--- src/rtl/lvf_pkg.sv ---
// Shared constants, types and helpers for the vertical sync and fetch address block
`default_nettype none
package lvf_pkg;
  // Register byte offsets
  localparam logic [7:0] LVF_OFS_MODE       = 8'h10;
  localparam logic [7:0] LVF_OFS_VSYNC      = 8'h3c;
  localparam logic [7:0] LVF_OFS_MAIN_START = 8'h40;
  localparam logic [7:0] LVF_OFS_MAIN_LINE  = 8'h44;
  localparam logic [7:0] LVF_OFS_OVL_START  = 8'h50;
  localparam logic [7:0] LVF_OFS_OVL_LINE   = 8'h54;
  localparam logic [7:0] LVF_OFS_OVL_X      = 8'h58;
  localparam logic [7:0] LVF_OFS_OVL_Y      = 8'h5c;
  localparam logic [7:0] LVF_OFS_VTIMING    = 8'h70;
  localparam logic [7:0] LVF_OFS_VDISP      = 8'h74;
  localparam logic [7:0] LVF_OFS_STATUS     = 8'h78;
  // Field layout
  localparam int unsigned LVF_VS_POL_BIT   = 23;
  localparam int unsigned LVF_VS_WIDTH_LSB = 16;
  localparam int unsigned LVF_VS_WIDTH_W   = 3;
  localparam int unsigned LVF_POS_W        = 10;
  localparam int unsigned LVF_HI_LSB       = 16;
  localparam int unsigned LVF_ADDR_W       = 17;
  localparam int unsigned LVF_LINE_OFS_W   = 10;
  localparam int unsigned LVF_OVL_EN_BIT   = 19;
  // Writable bits; everything else reads as zero
  localparam logic [31:0] LVF_MASK_MODE  = 32'h0008_0000;
  localparam logic [31:0] LVF_MASK_VSYNC = 32'h0087_03ff;
  localparam logic [31:0] LVF_MASK_ADDR  = 32'h0001_ffff;
  localparam logic [31:0] LVF_MASK_LINE  = 32'h0000_03ff;
  localparam logic [31:0] LVF_MASK_POS   = 32'h03ff_03ff;
  // Reset values
  localparam logic [31:0] LVF_RST_REG    = 32'h0000_0000;
  localparam logic        LVF_RST_PIN    = 1'b1;
  // Bus answers
  localparam logic [1:0]  LVF_RESP_OKAY   = 2'b00;
  localparam logic [1:0]  LVF_RESP_SLVERR = 2'b10;

  typedef enum logic [0:0] {
    LVF_IDLE = 1'b0,
    LVF_BUSY = 1'b1
  } lvf_bus_e;

  // Byte-lane merge of a write into a register, reserved bits kept zero
  function automatic logic [31:0] lvf_merge(input logic [31:0] old,
                                            input logic [31:0] wd,
                                            input logic [3:0]  strb,
                                            input logic [31:0] mask);
    logic [31:0] r;
    r = old;
    for (int i = 0; i < 4; i++) begin
      if (strb[i]) begin
        r[i*8 +: 8] = wd[i*8 +: 8];
      end
    end
    return r & mask;
  endfunction : lvf_merge

  function automatic logic lvf_in_range(input logic [10:0] v,
                                        input logic [10:0] lo,
                                        input logic [10:0] hi);
    return (v >= lo) && (v <= hi);
  endfunction : lvf_in_range
endpackage : lvf_pkg
`default_nettype wire

--- src/rtl/lvf_vsync_gen.sv ---
// Panel vertical sync pulse generator
`default_nettype none
module lvf_vsync_gen
  import lvf_pkg::*;
(
  input  wire logic       mclk,
  input  wire logic       rst_n,
  input  wire logic       line_strobe,
  input  wire logic [9:0] line_next,
  input  wire logic [9:0] vsync_start_line,
  input  wire logic [2:0] vsync_width,
  input  wire logic       vsync_polarity,
  output logic            panel_vertical_sync
);
  typedef struct packed {
    logic       active;
    logic [2:0] left;
    logic [3:0] held;
    logic       pin;
  } lvf_vs_s;

  lvf_vs_s q;
  lvf_vs_s next_q;

  always_comb begin
    next_q     = q;
    next_q.pin = q.active ~^ vsync_polarity;
    if (line_strobe) begin
      if (line_next == vsync_start_line) begin
        next_q.active = 1'b1;
        next_q.left   = vsync_width;
        next_q.held   = 4'h1;
      end else if (q.active) begin
        if (q.left == 3'h0) begin
          next_q.active = 1'b0;
        end else begin
          next_q.left = q.left - 3'h1;
          next_q.held = q.held + 4'h1;
        end
      end
    end
  end

  always_ff @(posedge mclk or negedge rst_n) begin
    if (!rst_n) begin
      q <= '{active: 1'b0, left: 3'h0, held: 4'h0, pin: LVF_RST_PIN};
    end else begin
      q <= next_q;
    end
  end

  assign panel_vertical_sync = q.pin;
endmodule : lvf_vsync_gen
`default_nettype wire

--- src/rtl/lvf_fetch_addr.sv ---
// Line-by-line display buffer fetch address stepper
`default_nettype none
module lvf_fetch_addr
  import lvf_pkg::*;
(
  input  wire logic        mclk,
  input  wire logic        rst_n,
  input  wire logic        load,
  input  wire logic        step,
  input  wire logic [16:0] base_addr,
  input  wire logic [9:0]  line_offset,
  output logic [16:0]      fetch_addr
);
  typedef struct packed {
    logic [16:0] addr;
  } lvf_fa_s;

  lvf_fa_s q;
  lvf_fa_s next_q;

  always_comb begin
    next_q = q;
    if (load) begin
      next_q.addr = base_addr;
    end else if (step) begin
      // Offset wider than the visible line skips the rest of a virtual line
      next_q.addr = q.addr + {7'h00, line_offset};
    end
  end

  always_ff @(posedge mclk or negedge rst_n) begin
    if (!rst_n) begin
      q <= '{addr: 17'h00000};
    end else begin
      q <= next_q;
    end
  end

  assign fetch_addr = q.addr;
endmodule : lvf_fetch_addr
`default_nettype wire

--- src/rtl/lvf_core.sv ---
// Vertical sync and fetch address block with its AXI4-Lite register file
// Function
// - Vertical sync pin is active low when the polarity bit is 0 and active high when it is 1.
// - Vertical sync stays active for the 3-bit width field plus one lines.
// - Vertical sync starts at the line given by the 10-bit start field, one-line resolution.
// - Main window fetch begins at the 17-bit word address, zero being the first word.
// - Main fetch address advances by the 10-bit word offset from one line to the next.
// - An offset wider than the visible line shows a window into a wider image.
// - Overlay fetch begins at its own 17-bit word address, zero being the first word.
// - The overlay start address does nothing unless the mode overlay enable bit 19 is 1.
// - Overlay fetch address steps by a 10-bit word offset between overlay lines.
// - Overlay address, offset and position writes apply after a Y write, at the next blank line.
// - The overlay X register holds end position in bits 25-16 and start in bits 9-0.
`default_nettype none
module lvf_core
  import lvf_pkg::*;
(
  input  wire logic        mclk,
  input  wire logic        rst_n,
  input  wire logic [7:0]  awaddr,
  input  wire logic        awvalid,
  output logic             awready,
  input  wire logic [31:0] wdata,
  input  wire logic [3:0]  wstrb,
  input  wire logic        wvalid,
  output logic             wready,
  output logic [1:0]       bresp,
  output logic             bvalid,
  input  wire logic        bready,
  input  wire logic [7:0]  araddr,
  input  wire logic        arvalid,
  output logic             arready,
  output logic [31:0]      rdata,
  output logic [1:0]       rresp,
  output logic             rvalid,
  input  wire logic        rready,
  input  wire logic        line_strobe,
  output logic             panel_vertical_sync,
  output logic             vertical_non_display,
  output logic [16:0]      main_fetch_addr,
  output logic [16:0]      overlay_fetch_addr,
  output logic             overlay_fetch_en,
  output logic [9:0]       overlay_x_start,
  output logic [9:0]       overlay_x_end
);
  typedef struct packed {
    lvf_bus_e    wst;
    lvf_bus_e    rst;
    logic [1:0]  bresp;
    logic [1:0]  rresp;
    logic [31:0] rdata;
    logic [31:0] mode;
    logic [31:0] vsync;
    logic [31:0] main_start;
    logic [31:0] main_line;
    logic [31:0] ovl_start;
    logic [31:0] ovl_line;
    logic [31:0] ovl_x;
    logic [31:0] ovl_y;
    logic [31:0] vtiming;
    logic [31:0] vdisp;
    logic [16:0] act_start;
    logic [9:0]  act_line;
    logic [31:0] act_x;
    logic [31:0] act_y;
    logic        commit_pend;
    logic [9:0]  line;
    logic        blank;
    logic        ovl_on;
  } lvf_main_s;

  lvf_main_s   q;
  lvf_main_s   next_q;
  logic        wr;
  logic        rd;
  logic        ypos_wr;
  logic [7:0]  wa;
  logic [7:0]  ra;
  logic [9:0]  vt;
  logic [9:0]  vds;
  logic [9:0]  line_n;
  logic [10:0] disp_end;
  logic [10:0] oy_lo;
  logic [10:0] oy_hi;
  logic        in_disp_n;
  logic        ovl_en;
  logic        ovl_hit_n;
  logic        main_load;
  logic        main_step;
  logic        ovl_load;
  logic        ovl_step;

  // Address and data are taken together, so no half-taken write needs holding
  assign awready = (q.wst == LVF_IDLE) && awvalid && wvalid;
  assign wready  = awready;
  assign bvalid  = (q.wst == LVF_BUSY);
  assign bresp   = q.bresp;
  assign arready = (q.rst == LVF_IDLE);
  assign rvalid  = (q.rst == LVF_BUSY);
  assign rresp   = q.rresp;
  assign rdata   = q.rdata;
  assign wr      = awvalid && awready;
  assign rd      = arvalid && arready;
  assign wa      = {awaddr[7:2], 2'b00};
  assign ra      = {araddr[7:2], 2'b00};
  assign ypos_wr = wr && (wa == LVF_OFS_OVL_Y);

  assign vt       = q.vtiming[LVF_POS_W-1:0];
  assign vds      = q.vdisp[LVF_POS_W-1:0];
  assign line_n   = (q.line == vt) ? 10'h000 : q.line + 10'h001;
  assign disp_end = {1'b0, vds} + {1'b0, q.vtiming[LVF_HI_LSB +: LVF_POS_W]};
  assign in_disp_n = lvf_in_range({1'b0, line_n}, {1'b0, vds}, disp_end);
  // Overlay lines are counted from the first display line
  assign oy_lo    = {1'b0, vds} + {1'b0, q.act_y[LVF_POS_W-1:0]};
  assign oy_hi    = {1'b0, vds} + {1'b0, q.act_y[LVF_HI_LSB +: LVF_POS_W]};
  assign ovl_en   = q.mode[LVF_OVL_EN_BIT];
  assign ovl_hit_n = ovl_en && in_disp_n
                     && lvf_in_range({1'b0, line_n}, oy_lo, oy_hi);

  assign main_load = line_strobe && (line_n == vds);
  assign main_step = line_strobe && in_disp_n && !main_load;
  assign ovl_load  = line_strobe && ovl_hit_n && ({1'b0, line_n} == oy_lo);
  assign ovl_step  = line_strobe && ovl_hit_n && !ovl_load;

  always_comb begin
    next_q = q;
    if (wr) begin
      next_q.wst   = LVF_BUSY;
      next_q.bresp = LVF_RESP_OKAY;
      unique case (wa)
        LVF_OFS_MODE:       next_q.mode = lvf_merge(q.mode, wdata, wstrb, LVF_MASK_MODE);
        LVF_OFS_VSYNC:      next_q.vsync = lvf_merge(q.vsync, wdata, wstrb, LVF_MASK_VSYNC);
        LVF_OFS_MAIN_START: begin
          next_q.main_start = lvf_merge(q.main_start, wdata, wstrb, LVF_MASK_ADDR);
        end
        LVF_OFS_MAIN_LINE:  begin
          next_q.main_line = lvf_merge(q.main_line, wdata, wstrb, LVF_MASK_LINE);
        end
        LVF_OFS_OVL_START:  begin
          next_q.ovl_start = lvf_merge(q.ovl_start, wdata, wstrb, LVF_MASK_ADDR);
        end
        LVF_OFS_OVL_LINE:   begin
          next_q.ovl_line = lvf_merge(q.ovl_line, wdata, wstrb, LVF_MASK_LINE);
        end
        LVF_OFS_OVL_X:      next_q.ovl_x = lvf_merge(q.ovl_x, wdata, wstrb, LVF_MASK_POS);
        LVF_OFS_OVL_Y:      next_q.ovl_y = lvf_merge(q.ovl_y, wdata, wstrb, LVF_MASK_POS);
        LVF_OFS_VTIMING:    begin
          next_q.vtiming = lvf_merge(q.vtiming, wdata, wstrb, LVF_MASK_POS);
        end
        LVF_OFS_VDISP:      next_q.vdisp = lvf_merge(q.vdisp, wdata, wstrb, LVF_MASK_LINE);
        // Status is read-only: a write is answered OKAY and dropped
        LVF_OFS_STATUS:     next_q.bresp = LVF_RESP_OKAY;
        default:            next_q.bresp = LVF_RESP_SLVERR;
      endcase
    end else if (bready && (q.wst == LVF_BUSY)) begin
      next_q.wst = LVF_IDLE;
    end

    if (rd) begin
      next_q.rst   = LVF_BUSY;
      next_q.rresp = LVF_RESP_OKAY;
      unique case (ra)
        LVF_OFS_MODE:       next_q.rdata = q.mode;
        LVF_OFS_VSYNC:      next_q.rdata = q.vsync;
        LVF_OFS_MAIN_START: next_q.rdata = q.main_start;
        LVF_OFS_MAIN_LINE:  next_q.rdata = q.main_line;
        LVF_OFS_OVL_START:  next_q.rdata = q.ovl_start;
        LVF_OFS_OVL_LINE:   next_q.rdata = q.ovl_line;
        LVF_OFS_OVL_X:      next_q.rdata = q.ovl_x;
        LVF_OFS_OVL_Y:      next_q.rdata = q.ovl_y;
        LVF_OFS_VTIMING:    next_q.rdata = q.vtiming;
        LVF_OFS_VDISP:      next_q.rdata = q.vdisp;
        LVF_OFS_STATUS:     next_q.rdata = {20'h00000, q.commit_pend, q.blank, q.line};
        default: begin
          next_q.rdata = 32'h0000_0000;
          next_q.rresp = LVF_RESP_SLVERR;
        end
      endcase
    end else if (rready && (q.rst == LVF_BUSY)) begin
      next_q.rst = LVF_IDLE;
    end

    if (line_strobe) begin
      next_q.line   = line_n;
      next_q.blank  = !in_disp_n;
      next_q.ovl_on = ovl_hit_n;
      // Overlay settings swap only on a blank line so a frame never tears
      if (q.commit_pend && !in_disp_n) begin
        next_q.act_start   = q.ovl_start[LVF_ADDR_W-1:0];
        next_q.act_line    = q.ovl_line[LVF_LINE_OFS_W-1:0];
        next_q.act_x       = q.ovl_x;
        next_q.act_y       = q.ovl_y;
        next_q.commit_pend = 1'b0;
      end
    end else if (!ovl_en) begin
      next_q.ovl_on = 1'b0;
    end
    // A new Y write beats a commit in the same cycle
    if (ypos_wr) begin
      next_q.commit_pend = 1'b1;
    end
  end

  always_ff @(posedge mclk or negedge rst_n) begin
    if (!rst_n) begin
      q <= '{wst: LVF_IDLE, rst: LVF_IDLE, bresp: LVF_RESP_OKAY, rresp: LVF_RESP_OKAY,
             rdata: LVF_RST_REG, mode: LVF_RST_REG, vsync: LVF_RST_REG,
             main_start: LVF_RST_REG, main_line: LVF_RST_REG, ovl_start: LVF_RST_REG,
             ovl_line: LVF_RST_REG, ovl_x: LVF_RST_REG, ovl_y: LVF_RST_REG,
             vtiming: LVF_RST_REG, vdisp: LVF_RST_REG, act_start: 17'h00000,
             act_line: 10'h000, act_x: LVF_RST_REG, act_y: LVF_RST_REG,
             commit_pend: 1'b0, line: 10'h000, blank: 1'b0, ovl_on: 1'b0};
    end else begin
      q <= next_q;
    end
  end

  assign vertical_non_display = q.blank;
  assign overlay_fetch_en     = q.ovl_on;
  assign overlay_x_start      = q.act_x[LVF_POS_W-1:0];
  assign overlay_x_end        = q.act_x[LVF_HI_LSB +: LVF_POS_W];

  lvf_vsync_gen u_vsync (
    .mclk                (mclk),
    .rst_n               (rst_n),
    .line_strobe         (line_strobe),
    .line_next           (line_n),
    .vsync_start_line    (q.vsync[LVF_POS_W-1:0]),
    .vsync_width         (q.vsync[LVF_VS_WIDTH_LSB +: LVF_VS_WIDTH_W]),
    .vsync_polarity      (q.vsync[LVF_VS_POL_BIT]),
    .panel_vertical_sync (panel_vertical_sync)
  );

  lvf_fetch_addr u_main_fetch (
    .mclk        (mclk),
    .rst_n       (rst_n),
    .load        (main_load),
    .step        (main_step),
    .base_addr   (q.main_start[LVF_ADDR_W-1:0]),
    .line_offset (q.main_line[LVF_LINE_OFS_W-1:0]),
    .fetch_addr  (main_fetch_addr)
  );

  lvf_fetch_addr u_ovl_fetch (
    .mclk        (mclk),
    .rst_n       (rst_n),
    .load        (ovl_load),
    .step        (ovl_step),
    .base_addr   (q.act_start),
    .line_offset (q.act_line),
    .fetch_addr  (overlay_fetch_addr)
  );
endmodule : lvf_core
`default_nettype wire

--- config.mk ---
export PLATFORM = sky130hd
export DESIGN_NAME = lvf_core
export DESIGN_NICKNAME = d
export VERILOG_FILES = /design/src/rtl/lvf_pkg.sv /design/src/rtl/lvf_vsync_gen.sv /design/src/rtl/lvf_fetch_addr.sv /design/src/rtl/lvf_core.sv
export SDC_FILE = /design/constraint.sdc
export NUM_CORES = 1
export LEC_CHECK = 0
export BUFFER_PORTS_ARGS = -buffer_cell sky130_fd_sc_hd__buf_2
export CAP_MARGIN = 25
export CORE_AREA = 2 2 218 134
export DETAILED_ROUTE_END_ITERATION = 10
export DIE_AREA = 0 0 220 136
export PLACE_DENSITY = 0.83
export SYNTH_ARGS = -nofsm -noshare
export SYNTH_HDL_FRONTEND = slang
export SYNTH_SLANG_ARGS = --single-unit
--- constraint.sdc ---
create_clock -name mclk -period 6.75 [get_ports mclk]
set_clock_uncertainty 0.2 [all_clocks]
set_input_delay 0.675 -clock mclk [delete_from_list [all_inputs] [get_ports mclk]]
set_output_delay 0.675 -clock mclk [all_outputs]
set_load 0.1 [all_outputs]
==> results.json <==
{
  "total_power_uw": 4290,
  "postLayoutCellArea_mm2": 0.0182,
  "fp.dieH_um": 136,
  "slew_headroom": 0.303,
  "origin_of_the_critical_flop_to_flop_path": "q[9]$_DFFE_PN0P_",
  "rsz0062_at_grt": "no",
  "dr_total_vias": 12727,
  "worst_setup_path_start_kind": "register",
  "critPathArrivalTime_ns": 5.78,
  "remaining_drc_errors": 0,
  "postSynth.asyncResetShare": 1.00,
  "synthFlopType": "sky130_fd_sc_hd__dfrtp_1",
  "min_delay_path_class": "primary input to register",
  "filler_cells_inserted": 2164,
  "tritoncts": "done",
  "final_min_period_over_clock_period": 0.821,
  "postRouteWirelength_um": 46200,
  "setup.worst_path.start": "q[9]$_DFFE_PN0P_",
  "final_hold_viol_count": 0,
  "drv_slew": 0,
  "gr-total-overflow": 0,
  "finalSetupTns_ns": 0,
  "detail_route.wl_per_cell_um": 23.3,
  "numClockSinks": 288,
  "endpoint_kind": "register",
  "finish.net_count": 1742,
  "irDropWorstVdd_v": 0.000250,
  "fin_crit_ns": 5.54,
  "yosysWarnings": 0,
  "place_worst_setup_slack_ns": 1.36,
  "detail_route.iter0.violations": 1454,
  "detailedPlacementHpwl_um": 33800,
  "rows": 48,
  "grt_start_max_net_pins": 173,
  "layout-drive-gt1-share": 0.281,
  "vias_in_the_first_global_route": 12457,
  "area_growth_syn_to_layout_pct": 9.23,
  "postSynthAreaPerCell_um2": 11.1,
  "initial_antenna_violation_count": 3,
  "place.port_buffers": 139,
  "post_cts.resized_instances": 0,
  "post_synth_instance_area_mm2": 0.0166,
  "setup_slack_ns": 1.21,
  "ios": 158,
  "cells_after_synthesis": 1498,
  "tightestPinTransition_ns": 1.04,
  "post_synth_num_cell_types": 91,
  "seq_area_mm2": 0.00721,
  "core-area_mm2": 0.0281,
  "layout.cells.most_common_list": "sky130_fd_sc_hd__dfrtp_1, sky130_fd_sc_hd__mux2_2, sky130_fd_sc_hd__buf_2, sky130_fd_sc_hd__nand2_1, sky130_fd_sc_hd__ha_1",
  "worst_setup_hold_path_clk_slew_ns": 0.07,
  "ant_nets": 0,
  "multi_input_comb_area_mm2": 0.00855,
  "share_of_the_yosys_chip_area_belonging_to_registers": 0.434,
  "cts-buffers-inserted": 27,
  "path_max_fanout": 27,
  "critPathKind": "register to register",
  "flip_flop_and_latch_count_after_synthesis": 288,
  "die-area_mm2": 0.0299,
  "run_status": "completed",
  "clock_latency_on_the_worst_skew_pair_ns": 0.59,
  "groute.usage.overall": 0.313,
  "worst_hold_startpoint": "bready",
  "place.gp.congestion": 0.937,
  "routed_via_density": 6.43,
  "die_w_um": 220,
  "final-setup-viol-count": 0,
  "synth-edff-count": 0,
  "leakage_uw": 0.00915,
  "ctsRootBufferMaster": "sky130_fd_sc_hd__clkbuf_16",
  "buffer_depth_of_the_longest_clock_path": 3,
  "grt_first_pass_wirelength_um": 71600,
  "first_pass_iters": 9,
  "htreeDepth": 1,
  "data_required_critical_path_ns": 6.99,
  "post_dp_cell_area_mm2": 0.0173,
  "timing.fmax_ghz": 0.180,
  "initial_utilization": 0.592,
  "final_common_cell": "sky130_fd_sc_hd__dfrtp_1",
  "ratio_of_total_power_to_cell_area_mw_per_mm2": 236,
  "timing.max_cap.violations": 0
}
[sequential cells by signal (all words and copies together) (netlist names)]
| name | cells |
|---|---|
| bvalid | 1 |
| overlay_fetch_en | 1 |
| ovl_en | 1 |
| u_ovl_fetch.fetch_addr | 17 |
| vertical_non_display | 1 |
| rresp | 1 |
| q | 196 |
| rdata | 26 |
| overlay_x_start | 10 |
| u_vsync.panel_vertical_sync | 1 |
| rvalid | 1 |
| u_vsync.q | 4 |
| bresp | 1 |
| overlay_x_end | 10 |
| u_main_fetch.fetch_addr | 17 |
[stage by stage]
stage | hold WS (ns) | cells | utilization
after CTS | 0.0628 | 1977 | 0.646
after detailed placement | 0.261 | 1928 | 0.615
after global placement | 0.252 | 1927 | 0.614
after floorplan | 0.179 | 1505 | -
final | 0.0688 | 1979 | 0.646
after global routing | 0.0742 | 1979 | 0.646
[worst max-delay path, stage by stage (launching register included)]
cell and delay (ns):
sky130_fd_sc_hd__dfrtp_1 0.46, sky130_fd_sc_hd__xnor2_1 0.28, sky130_fd_sc_hd__nand4_1 0.19, sky130_fd_sc_hd__nor4_4 0.88, sky130_fd_sc_hd__nor2_1 0.37, sky130_fd_sc_hd__ha_1 0.42
sky130_fd_sc_hd__a21oi_1 0.18, sky130_fd_sc_hd__nor2b_1 0.06, sky130_fd_sc_hd__o21ai_0 0.12, sky130_fd_sc_hd__o21ai_0 0.16, sky130_fd_sc_hd__o31ai_2 0.43, sky130_fd_sc_hd__o22ai_4 0.40
sky130_fd_sc_hd__nor2_2 0.82, sky130_fd_sc_hd__mux2_2 0.42
[timing repair]
item,4_1_cts,5_1_grt
buffers inserted,0,0
hold buffers,1,0
endpoints found under the hold margin,14,0
[power breakdown]
part           switching, uW  internal [uW]  total (uW)
Combinational            567            309         877
Clock                    706            824        1530
Sequential              84.6           1790        1880
[cell families (layout without fill, tap and decap cells)]
family	count (synthesis)	in the layout	share of synthesized area
buf+inv	163	261	0.0555
flops	288	288	0.434
simple gates	343	343	0.106
other cells	1	9	0.000226
xor+xnor	53	53	0.0279
fa+ha+maj	98	98	0.0760
mux	221	221	0.156
compound gates	331	331	0.145
[final timing paths]
check | end | slack (ns) | cells after the start
min reg2reg | rdata[7]$_DFFE_PN0P_ | 0.27 | 1
min | bvalid$_DFFE_PN0P_ | 0.07 | 2
max | u_ovl_fetch.fetch_addr[0]$_DFFE_PN0P_ | 1.21 | 13
min in group asynchronous | q[102]$_DFFE_PN0P_ | 0.53 | 2
max reg2reg | u_ovl_fetch.fetch_addr[0]$_DFFE_PN0P_ | 1.21 | 13
max in group asynchronous | q[14]$_DFFE_PN0P_ | 4.35 | 3
[per-layer routing]
metal	wire, um	GRT usage	vias to the layer above
met5	28	0	-
met4	925	0.0671	4
met3	5850	0.107	70
met2	18900	0.440	678
met1	20500	0.466	6334
li1	-	-	5641
[cell usage after synthesis, drive strengths merged, types with 20 or more instances]
library cell | number | area, um^2
a221oi | 23 | 201
ha | 93 | 1160
xnor2 | 31 | 272
dfrtp | 287 | 7180
a21oi | 51 | 267
xor2 | 22 | 193
a21o | 27 | 203
mux2 | 215 | 2530
inv | 56 | 210
clkbuf | 22 | 83.8
nand3 | 26 | 135
a22o | 29 | 254
buf | 85 | 629
nand2 | 108 | 405
o21ai | 70 | 354
nor2 | 67 | 256
nor3 | 34 | 180
nor2b | 20 | 128
[final cells by class]
class                           instances  share of cell area
Clock inverter                         11             0.00544
Multi-Input combinational cell       1054               0.471
Sequential cell                       288               0.397
Timing Repair Buffer                  157              0.0480
Tap cell                              375              0.0258
Antenna cell                            1            0.000138
Inverter                               56              0.0116
Clock buffer                           37              0.0415
No activity file was read; power rests on OpenSTA's default activity.
